File: src/hdl/fsk_reload_pkg.sv
// shared constants for the fsk tone oscillator reload block
// assumes a 250 MHz ref_clk and apb access to 16-bit registers
package fsk_reload_pkg;

  // ****************************************************************
  // widths
  // ****************************************************************
  localparam int DATA_W = 16;
  localparam int ADDR_W = 12;
  localparam int IDX_W  = 10;

  // ****************************************************************
  // register indices, byte address is four times the index
  // ****************************************************************
  localparam logic [IDX_W-1:0] IDX_RELOAD_CTRL = 10'h020;
  localparam logic [IDX_W-1:0] IDX_FSK_CTRL    = 10'h06C;
  localparam logic [IDX_W-1:0] IDX_SPACE_AMP   = 10'h063;
  localparam logic [IDX_W-1:0] IDX_SPACE_FREQ  = 10'h064;
  localparam logic [IDX_W-1:0] IDX_MARK_AMP    = 10'h065;
  localparam logic [IDX_W-1:0] IDX_MARK_FREQ   = 10'h066;
  localparam logic [IDX_W-1:0] IDX_S2M_GAIN    = 10'h067;
  localparam logic [IDX_W-1:0] IDX_M2S_GAIN    = 10'h068;
  localparam logic [IDX_W-1:0] IDX_OSC_AMP     = 10'h070;
  localparam logic [IDX_W-1:0] IDX_OSC_FREQ    = 10'h071;
  localparam logic [IDX_W-1:0] IDX_OSC_TIMER   = 10'h072;
  localparam logic [IDX_W-1:0] IDX_OSC_CTRL    = 10'h073;
  localparam logic [IDX_W-1:0] IDX_STATUS      = 10'h074;

  // ****************************************************************
  // field positions and reset values
  // ****************************************************************
  localparam int ENABLE_POS   = 6;
  localparam int RUN_POS      = 0;
  localparam int NEXT_BIT_POS = 1;
  localparam int ST_BIT_POS   = 0;
  localparam int ST_FSK_POS   = 1;
  localparam int ST_CNT_LSB   = 16;
  localparam int GAIN_FRAC    = 14;
  localparam logic [DATA_W-1:0] UNITY_GAIN = 16'h4000;
  localparam logic [DATA_W-1:0] COEF_RESET = 16'h0000;

  // ****************************************************************
  // timing
  // ****************************************************************
  localparam int CLK_PERIOD_NS    = 4;
  localparam int SAMPLE_PERIOD_NS = 125000;
  localparam int SAMPLE_DIV_CYC   = SAMPLE_PERIOD_NS / CLK_PERIOD_NS;

  typedef enum logic [2:0] {
    PH_IDLE  = 3'b001,
    PH_ARMED = 3'b010,
    PH_DONE  = 3'b100
  } apb_ph_e;

endpackage

File: src/hdl/gain_if.sv
// carrier between the reload control and the amplitude scaler
// assumes the scaler answers combinationally
`timescale 1ns/10ps
interface gain_if;
  import fsk_reload_pkg::*;
  logic [DATA_W-1:0] amp;
  logic [DATA_W-1:0] gain;
  logic [DATA_W-1:0] scaled;
  modport ctrl   (output amp, output gain, input scaled);
  modport scaler (input amp, input gain, output scaled);
endinterface

File: src/hdl/rate_divider.sv
// divider giving a one-cycle sample tick from ref_clk
// assumes DIV of at least one
`timescale 1ns/10ps
module rate_divider
  import fsk_reload_pkg::*;
#(
  parameter int DIV = SAMPLE_DIV_CYC
) (
  input  wire logic ref_clk,
  input  wire logic arst_n,
  output logic      tick
);
  localparam int CW = $clog2(DIV + 1);

  if (DIV < 1) begin : g_bad_div
    $error("rate_divider DIV must be at least one");
  end

  typedef struct packed {
    logic [CW-1:0] cnt;
    logic          tick;
  } div_s;

  div_s s;
  div_s n;

  always_comb begin
    n      = s;
    n.tick = 1'b0;
    if (s.cnt == CW'(DIV - 1)) begin
      n.cnt  = '0;
      n.tick = 1'b1;
    end else begin
      n.cnt = s.cnt + CW'(1);
    end
  end

  always_ff @(posedge ref_clk or negedge arst_n) begin
    if (!arst_n) begin
      s <= '0;
    end else begin
      s <= n;
    end
  end

  assign tick = s.tick;
endmodule

File: src/hdl/gain_scaler.sv
// amplitude times gain correction, fixed point, saturating
// assumes gain has GAIN_FRAC fraction bits
`timescale 1ns/10ps
module gain_scaler
  import fsk_reload_pkg::*;
(
  gain_if.scaler gs
);
  logic [2*DATA_W-1:0] prod;
  logic [2*DATA_W-1:0] shifted;

  assign prod    = {{DATA_W{1'b0}}, gs.amp} * {{DATA_W{1'b0}}, gs.gain};
  assign shifted = prod >> GAIN_FRAC;
  // clip instead of wrapping on large gains
  assign gs.scaled = (|shifted[2*DATA_W-1:DATA_W]) ? '1 : shifted[DATA_W-1:0];
endmodule

File: src/hdl/fsk_tone_oscillator_reload.sv
// first tone oscillator reload with phase-continuous fsk coefficients
// assumes an apb master on ref_clk and software feeding the next bit
//
// Behaviour
// - fsk mode only while shift keying enable and reload enable are both set
// - in fsk mode a space takes its amplitude from the space amplitude coef
// - in fsk mode a space takes its frequency from the space frequency coef
// - in fsk mode a mark takes its amplitude from the mark amplitude coef
// - in fsk mode a mark takes its frequency from the mark frequency coef
// - on timer expiry in fsk mode load the fsk amplitude, not the normal one
// - on timer expiry in fsk mode load the fsk frequency, not the normal one
// - a space to mark change scales amplitude by the space to mark gain
// - a mark to space change scales amplitude by the mark to space gain
`timescale 1ns/10ps
module fsk_tone_oscillator_reload
  import fsk_reload_pkg::*;
#(
  parameter int SAMPLE_DIV = SAMPLE_DIV_CYC
) (
  input  wire logic              ref_clk,
  input  wire logic              arst_n,
  input  wire logic              psel,
  input  wire logic              penable,
  input  wire logic              pwrite,
  input  wire logic [ADDR_W-1:0] paddr,
  input  wire logic [31:0]       pwdata,
  output logic [31:0]            prdata,
  output logic                   pready,
  output logic                   pslverr,
  output logic [DATA_W-1:0]      osc_amplitude,
  output logic [DATA_W-1:0]      osc_frequency,
  output logic [DATA_W-1:0]      osc_gain,
  output logic                   osc_reload,
  output logic                   fsk_active,
  output logic                   current_bit
);

  // ****************************************************************
  // state
  // ****************************************************************
  typedef struct packed {
    apb_ph_e           ph;
    logic [31:0]       rdata;
    logic              slverr;
    logic [DATA_W-1:0] space_amp;
    logic [DATA_W-1:0] space_freq;
    logic [DATA_W-1:0] mark_amp;
    logic [DATA_W-1:0] mark_freq;
    logic [DATA_W-1:0] s2m_gain;
    logic [DATA_W-1:0] m2s_gain;
    logic [DATA_W-1:0] norm_amp;
    logic [DATA_W-1:0] norm_freq;
    logic [DATA_W-1:0] period;
    logic [DATA_W-1:0] cnt;
    logic              reload_en;
    logic              fsk_en;
    logic              run;
    logic              next_bit;
    logic              cur_bit;
    logic [DATA_W-1:0] out_amp;
    logic [DATA_W-1:0] out_freq;
    logic [DATA_W-1:0] gain;
    logic              reload;
    logic              fsk_act;
  } state_s;

  state_s s;
  state_s n;

  logic             tick;
  logic             expire;
  logic             fsk_mode;
  logic             setup;
  logic             access;
  logic [IDX_W-1:0] idx;
  gain_if           gif ();

  // ****************************************************************
  // parameter check
  // ****************************************************************
  // a divide of one lets expiries touch and merge the reload pulses
  if (SAMPLE_DIV < 2) begin : g_bad_div
    $error("fsk_tone_oscillator_reload SAMPLE_DIV must be at least two");
  end

  // ****************************************************************
  // sample rate and scaler
  // ****************************************************************
  rate_divider #(
    .DIV (SAMPLE_DIV)
  ) u_div (
    .ref_clk (ref_clk),
    .arst_n  (arst_n),
    .tick    (tick)
  );

  gain_scaler u_scale (
    .gs (gif.scaler)
  );

  // ****************************************************************
  // bus decode
  // ****************************************************************
  assign idx    = paddr[ADDR_W-1:2];
  assign setup  = psel & ~penable;
  assign access = psel & penable & (s.ph == PH_ARMED);
  assign pready = access;
  assign pslverr = access & s.slverr;
  assign prdata  = s.rdata;

  function automatic logic known_idx(input logic [IDX_W-1:0] i);
    case (i)
      IDX_RELOAD_CTRL, IDX_FSK_CTRL, IDX_SPACE_AMP, IDX_SPACE_FREQ,
      IDX_MARK_AMP, IDX_MARK_FREQ, IDX_S2M_GAIN, IDX_M2S_GAIN,
      IDX_OSC_AMP, IDX_OSC_FREQ, IDX_OSC_TIMER, IDX_OSC_CTRL,
      IDX_STATUS: known_idx = 1'b1;
      default:    known_idx = 1'b0;
    endcase
  endfunction

  function automatic logic [31:0] read_word(input state_s r, input logic [IDX_W-1:0] i);
    logic [31:0] w;
    w = 32'h0000_0000;
    case (i)
      IDX_RELOAD_CTRL: w[ENABLE_POS] = r.reload_en;
      IDX_FSK_CTRL:    w[ENABLE_POS] = r.fsk_en;
      IDX_SPACE_AMP:   w[DATA_W-1:0] = r.space_amp;
      IDX_SPACE_FREQ:  w[DATA_W-1:0] = r.space_freq;
      IDX_MARK_AMP:    w[DATA_W-1:0] = r.mark_amp;
      IDX_MARK_FREQ:   w[DATA_W-1:0] = r.mark_freq;
      IDX_S2M_GAIN:    w[DATA_W-1:0] = r.s2m_gain;
      IDX_M2S_GAIN:    w[DATA_W-1:0] = r.m2s_gain;
      IDX_OSC_AMP:     w[DATA_W-1:0] = r.norm_amp;
      IDX_OSC_FREQ:    w[DATA_W-1:0] = r.norm_freq;
      IDX_OSC_TIMER:   w[DATA_W-1:0] = r.period;
      IDX_OSC_CTRL: begin
        w[RUN_POS]      = r.run;
        w[NEXT_BIT_POS] = r.next_bit;
      end
      IDX_STATUS: begin
        w[ST_BIT_POS]                    = r.cur_bit;
        w[ST_FSK_POS]                    = r.fsk_act;
        w[ST_CNT_LSB+DATA_W-1:ST_CNT_LSB] = r.cnt;
      end
      default: w = 32'h0000_0000;
    endcase
    return w;
  endfunction

  // ****************************************************************
  // reload selection
  // ****************************************************************
  assign fsk_mode = s.reload_en & s.fsk_en;
  assign expire   = tick & s.run & (s.cnt == '0);

  always_comb begin
    gif.amp  = s.norm_amp;
    gif.gain = UNITY_GAIN;
    if (fsk_mode) begin
      gif.amp = s.next_bit ? s.mark_amp : s.space_amp;
      if (!s.cur_bit && s.next_bit) begin
        gif.gain = s.s2m_gain;
      end else if (s.cur_bit && !s.next_bit) begin
        gif.gain = s.m2s_gain;
      end
    end
  end

  // ****************************************************************
  // next state
  // ****************************************************************
  always_comb begin
    n        = s;
    n.reload = 1'b0;
    n.fsk_act = fsk_mode;

    case (s.ph)
      PH_IDLE:  n.ph = setup ? PH_ARMED : PH_IDLE;
      PH_ARMED: n.ph = access ? PH_DONE : PH_ARMED;
      PH_DONE:  n.ph = setup ? PH_ARMED : PH_IDLE;
      default:  n.ph = PH_IDLE;
    endcase

    if (setup) begin
      n.rdata  = pwrite ? 32'h0000_0000 : read_word(s, idx);
      n.slverr = ~known_idx(idx) | (pwrite & (idx == IDX_STATUS));
    end

    if (access && pwrite && !s.slverr) begin
      case (idx)
        IDX_RELOAD_CTRL: n.reload_en  = pwdata[ENABLE_POS];
        IDX_FSK_CTRL:    n.fsk_en     = pwdata[ENABLE_POS];
        IDX_SPACE_AMP:   n.space_amp  = pwdata[DATA_W-1:0];
        IDX_SPACE_FREQ:  n.space_freq = pwdata[DATA_W-1:0];
        IDX_MARK_AMP:    n.mark_amp   = pwdata[DATA_W-1:0];
        IDX_MARK_FREQ:   n.mark_freq  = pwdata[DATA_W-1:0];
        IDX_S2M_GAIN:    n.s2m_gain   = pwdata[DATA_W-1:0];
        IDX_M2S_GAIN:    n.m2s_gain   = pwdata[DATA_W-1:0];
        IDX_OSC_AMP:     n.norm_amp   = pwdata[DATA_W-1:0];
        IDX_OSC_FREQ:    n.norm_freq  = pwdata[DATA_W-1:0];
        IDX_OSC_TIMER:   n.period     = pwdata[DATA_W-1:0];
        IDX_OSC_CTRL: begin
          n.run      = pwdata[RUN_POS];
          n.next_bit = pwdata[NEXT_BIT_POS];
        end
        default: n.run = s.run;
      endcase
    end

    // active timer counts sample ticks, restarts at the period
    if (!s.run) begin
      n.cnt = s.period;
    end else if (expire) begin
      n.cnt    = s.period;
      n.reload = 1'b1;
      n.out_amp = gif.scaled;
      n.gain    = gif.gain;
      if (fsk_mode) begin
        n.out_freq = s.next_bit ? s.mark_freq : s.space_freq;
        n.cur_bit  = s.next_bit;
      end else begin
        n.out_freq = s.norm_freq;
      end
    end else if (tick) begin
      n.cnt = s.cnt - DATA_W'(1);
    end
  end

  always_ff @(posedge ref_clk or negedge arst_n) begin
    if (!arst_n) begin
      s            <= '0;
      s.ph         <= PH_IDLE;
      s.space_amp  <= COEF_RESET;
      s.space_freq <= COEF_RESET;
      s.mark_amp   <= COEF_RESET;
      s.mark_freq  <= COEF_RESET;
      s.s2m_gain   <= UNITY_GAIN;
      s.m2s_gain   <= UNITY_GAIN;
      s.gain       <= UNITY_GAIN;
    end else begin
      s <= n;
    end
  end

  // ****************************************************************
  // outputs
  // ****************************************************************
  assign osc_amplitude = s.out_amp;
  assign osc_frequency = s.out_freq;
  assign osc_gain      = s.gain;
  assign osc_reload    = s.reload;
  assign fsk_active    = s.fsk_act;
  assign current_bit   = s.cur_bit;
endmodule

File: config.mk
export PLATFORM = sky130hd
export DESIGN_NAME = fsk_tone_oscillator_reload
export DESIGN_NICKNAME = d
export VERILOG_FILES = /design/src/hdl/fsk_reload_pkg.sv /design/src/hdl/gain_if.sv /design/src/hdl/rate_divider.sv /design/src/hdl/gain_scaler.sv /design/src/hdl/fsk_tone_oscillator_reload.sv
export SDC_FILE = /design/constraint.sdc
export NUM_CORES = 1
export LEC_CHECK = 0
export BUFFER_PORTS_ARGS = -buffer_cell sky130_fd_sc_hd__buf_2
export CAP_MARGIN = 20
export CORE_UTILIZATION = 60
export DETAILED_ROUTE_END_ITERATION = 8
export PLACE_DENSITY = 0.79
export SLEW_MARGIN = 5
export SYNTH_ARGS = -nofsm -noshare
export SYNTH_HDL_FRONTEND = slang
export SYNTH_HIERARCHICAL = 1
export SYNTH_SLANG_ARGS = --single-unit
File: constraint.sdc
create_clock -name ref_clk -period 8.65 [get_ports ref_clk]
set_input_delay 1.73 -clock ref_clk [delete_from_list [all_inputs] [get_ports ref_clk]]
set_output_delay 1.73 -clock ref_clk [all_outputs]
set_load 0.005 [all_outputs]
==> flow_summary_export.csv <==
group,metric,value,unit
setup_path,worst-path-buf-inv,4,
timing,worst_pin_slew,1205,ps
timing,setup_tns,0,ps
outcome,status,"complete, no violations",
global_route,track_usage,30.88,%
finish,area_growth,6.455,%
clocking,cts-resized-gates,0,
routing,wl_per_cell,21.58,um
floorplan,die-area,37500,um^2
setup_path,critPathTopFamily,"adder cells",
setup_path,slowest_stage,"a31oi_2",
pwr,p_leak,11.77,nW
synth,synth_enable_flop_cells,0,
synth,netlist_area,22040,um^2
synth,synth.area.top_cells,"dfrtp_1 30%, fa_1 18%, mux2_2 8.3%",
timing,rsz0062_at_grt,"false",
synth,yosysWarnings,6,
pwr,powerDensity,111.8,nW/um^2
timing,maxSlewHeadroom,19.43,%
routing,antenna_left,0,
floorplan,start_util,61.52,%
setup_path,end_kind,"flip-flop",
clocking,clkTransAtPathRegs,60,ps
synth,ys_types,90,
timing,slew_violations,0,
hold_path,holdPathStages,2,
pwr,finalPower,2.622,mW
setup_path,r2r_cells,25,
floorplan,io_pins,134,
setup_path,cpPeakStageDelay,560,ps
synth,synthXorXnorAreaFrac,1.113,%
synth,synth_top_family_by_area,"adder cells",
hold_path,min_path_type,"reg2reg",
finish,nFillCells,2728,
finish,nets,2527,
setup_path,crit_top_cell,"fa_1",
synth,synthMuxAreaShare,12.25,%
clocking,clock_path_buffers,3,
finish,drive_gt1_share,19.33,%
routing,drc,0,
clocking,ctsHoldBuffers,0,
timing,max_freq,126.6,MHz
synth,syn-num-nets,2526,
setup_path,path_depth,25,
routing,drtPass1Iterations,6,
job,drv_cap,0,
clocking,htree_levels,1,
global_route,grt_max_degree,123,
routing,viasPerCell,6.241,
setup_path,required,9160,ps
synth,synthArstFlopShare,100.0,%
timing,fin_crit_sh,91.29,%
routing,routed_wl,57.42,mm
clocking,clk_latency,580,ps
setup_path,path_class,"reg2reg",
timing,hold_viol,0,
synth,ys_seq_area_share,30.34,%
clocking,cts_tree,"built",
floorplan,fp.dieW,193.7,um
timing,fin_skew,16.72,ps
floorplan,die_y,193.7,um
clocking,cts_root_buf,"clkbuf_16",
place,place_congestion,0.9337,
routing,via_count,16610,
global_route,antenna_found_initial,1,
global_route,overflow,0,
synth,synth_top_cell_by_area,"dfrtp_1",
synth,synthTopCellsByCount,"284 x nand2_1, 263 x dfrtp_1, 229 x inv_1",
setup_path,start_kind,"flip-flop",
timing,setup_ws,753.3,ps
synth,synthAdderAreaFrac,23.49,%
synth,synth_compound_area_share,9.373,%
synth,synth_top_area_share,29.86,%
pwr,ir_drop,0.1595,mV
global_route,grt_pass1_wl,91.49,mm
floorplan,rows,69,
synth,yosysMostFrequentCell,"nand2_1",
timing,setup_violations,0,
synth,ys_ff_latch,267,
synth,synthCells,2179,
synth,avgSynthCellArea,10.11,um^2
clocking,numCtsBuffers,29,
place,post-dp-hpwl,40.14,mm
timing,min_period,7897,ps
setup_path,cp_max_fo,16,
place,dpl_worst_slack,903.3,ps
floorplan,coreArea,35830,um^2
routing,drtIter0Drc,1590,
synth,yosys.area_share.simple,14.54,%
clocking,cts_setup_buffers,0,
synth,synth-main-ff-cell,"dfrtp_1",
clocking,cts_sinks,267,
place,io_buffer_count,115,
global_route,grt_pass1_vias,16710,
setup_path,crit_arrival,8410,ps
-- sequential cells by signal, summed over array words and instances, names as in the netlist --
name,count
osc_frequency,16
osc_reload,1
fsk_active,1
osc_amplitude,16
u_div/tick,1
current_bit,1
osc_gain,16
u_div/s,15
prdata,32
s,168
-- per-stage QoR --
| stage | hold WS [ps] | cells | cell area [um^2] | utilization, % |
|---|---|---|---|---|
| floorplan | 437.2 | 2179 | 22040 | - |
| global placement | 443.6 | 2609 | 22450 | 62.67 |
| detailed placement | 451.8 | 2609 | 22450 | 62.67 |
| CTS | 464.5 | 2659 | 23430 | 65.40 |
| global route | 500.5 | 2660 | 23460 | 65.48 |
| finish | 460.2 | 2661 | 23460 | 65.49 |
-- worst paths after layout --
| path | startpoint | endpoint | slack [ps] |
|---|---|---|---|
| worst min register to register | osc_amplitude[10] | osc_amplitude[10] | 460 |
| min in group asynchronous | arst_n | osc_amplitude[15] | 1220 |
| worst max-delay path | current_bit | osc_amplitude[8] | 750 |
| max in group asynchronous | arst_n | s[195] | 5770 |
| worst max register to register | current_bit | osc_amplitude[8] | 750 |
| worst min-delay path | osc_amplitude[10] | osc_amplitude[10] | 460 |
-- where the power goes --
part           switching [mW]  total, mW  internal [mW]
logic                  0.0642     0.0822         0.0180
registers             0.00295       1.25           1.25
clock network           0.529       1.29          0.757
-- layer usage --
layer  up-vias  wire length (um)  GRT usage, %
li1       7243                 -             -
met2       866             26080         47.72
met5         -                 0             0
met1      8335             23230         43.59
met4         0              2323         11.64
met3       164              5787         5.636
-- final cells by class --
type                    count  area [um^2]  share of cell area, %
well taps                 461        576.8                  2.458
clock inverters            10        151.4                 0.6453
flip-flops and latches    267         6688                  28.50
clock buffers              40        827.0                  3.525
multi-input cells        1492        13410                  57.14
repair buffers            161        950.9                  4.053
inverters                 229        859.6                  3.664
diodes                      1        2.502                0.01067
-- kinds of logic after synthesis --
group / after synthesis
and+or+nand+nor: 629
buffers and inverters: 420
AOI/OAI and AO/OA: 304
adders and majority gates: 298
DFF: 267
muxes: 233
xor gates and xnor gates: 28
-- cells in the final DEF, fill, tap and decap left out, types with 16 or more instances in the layout --
| master | instances |
|---|---|
| a21o_1 | 21 |
| a21oi_1 | 62 |
| a22o_1 | 21 |
| a22oi_1 | 34 |
| and2_1 | 125 |
| buf_2 | 114 |
| buf_4 | 45 |
| clkbuf_16 | 29 |
| dfrtp_1 | 262 |
| fa_1 | 193 |
| ha_1 | 105 |
| inv_1 | 229 |
| mux2_2 | 162 |
| mux2i_1 | 48 |
| nand2_1 | 283 |
| nand2b_1 | 18 |
| nand3_1 | 25 |
| nor2_1 | 63 |
| nor3_1 | 16 |
| o21ai_0 | 64 |
| xnor2_1 | 22 |
-- tightest hold or removal path, delay by kind of cell (launching register included) --
family | cells | cell delay, ps
and+or+nand+nor | 2 | 100
DFF | 1 | 340
Power figures use the tool's default switching activity.
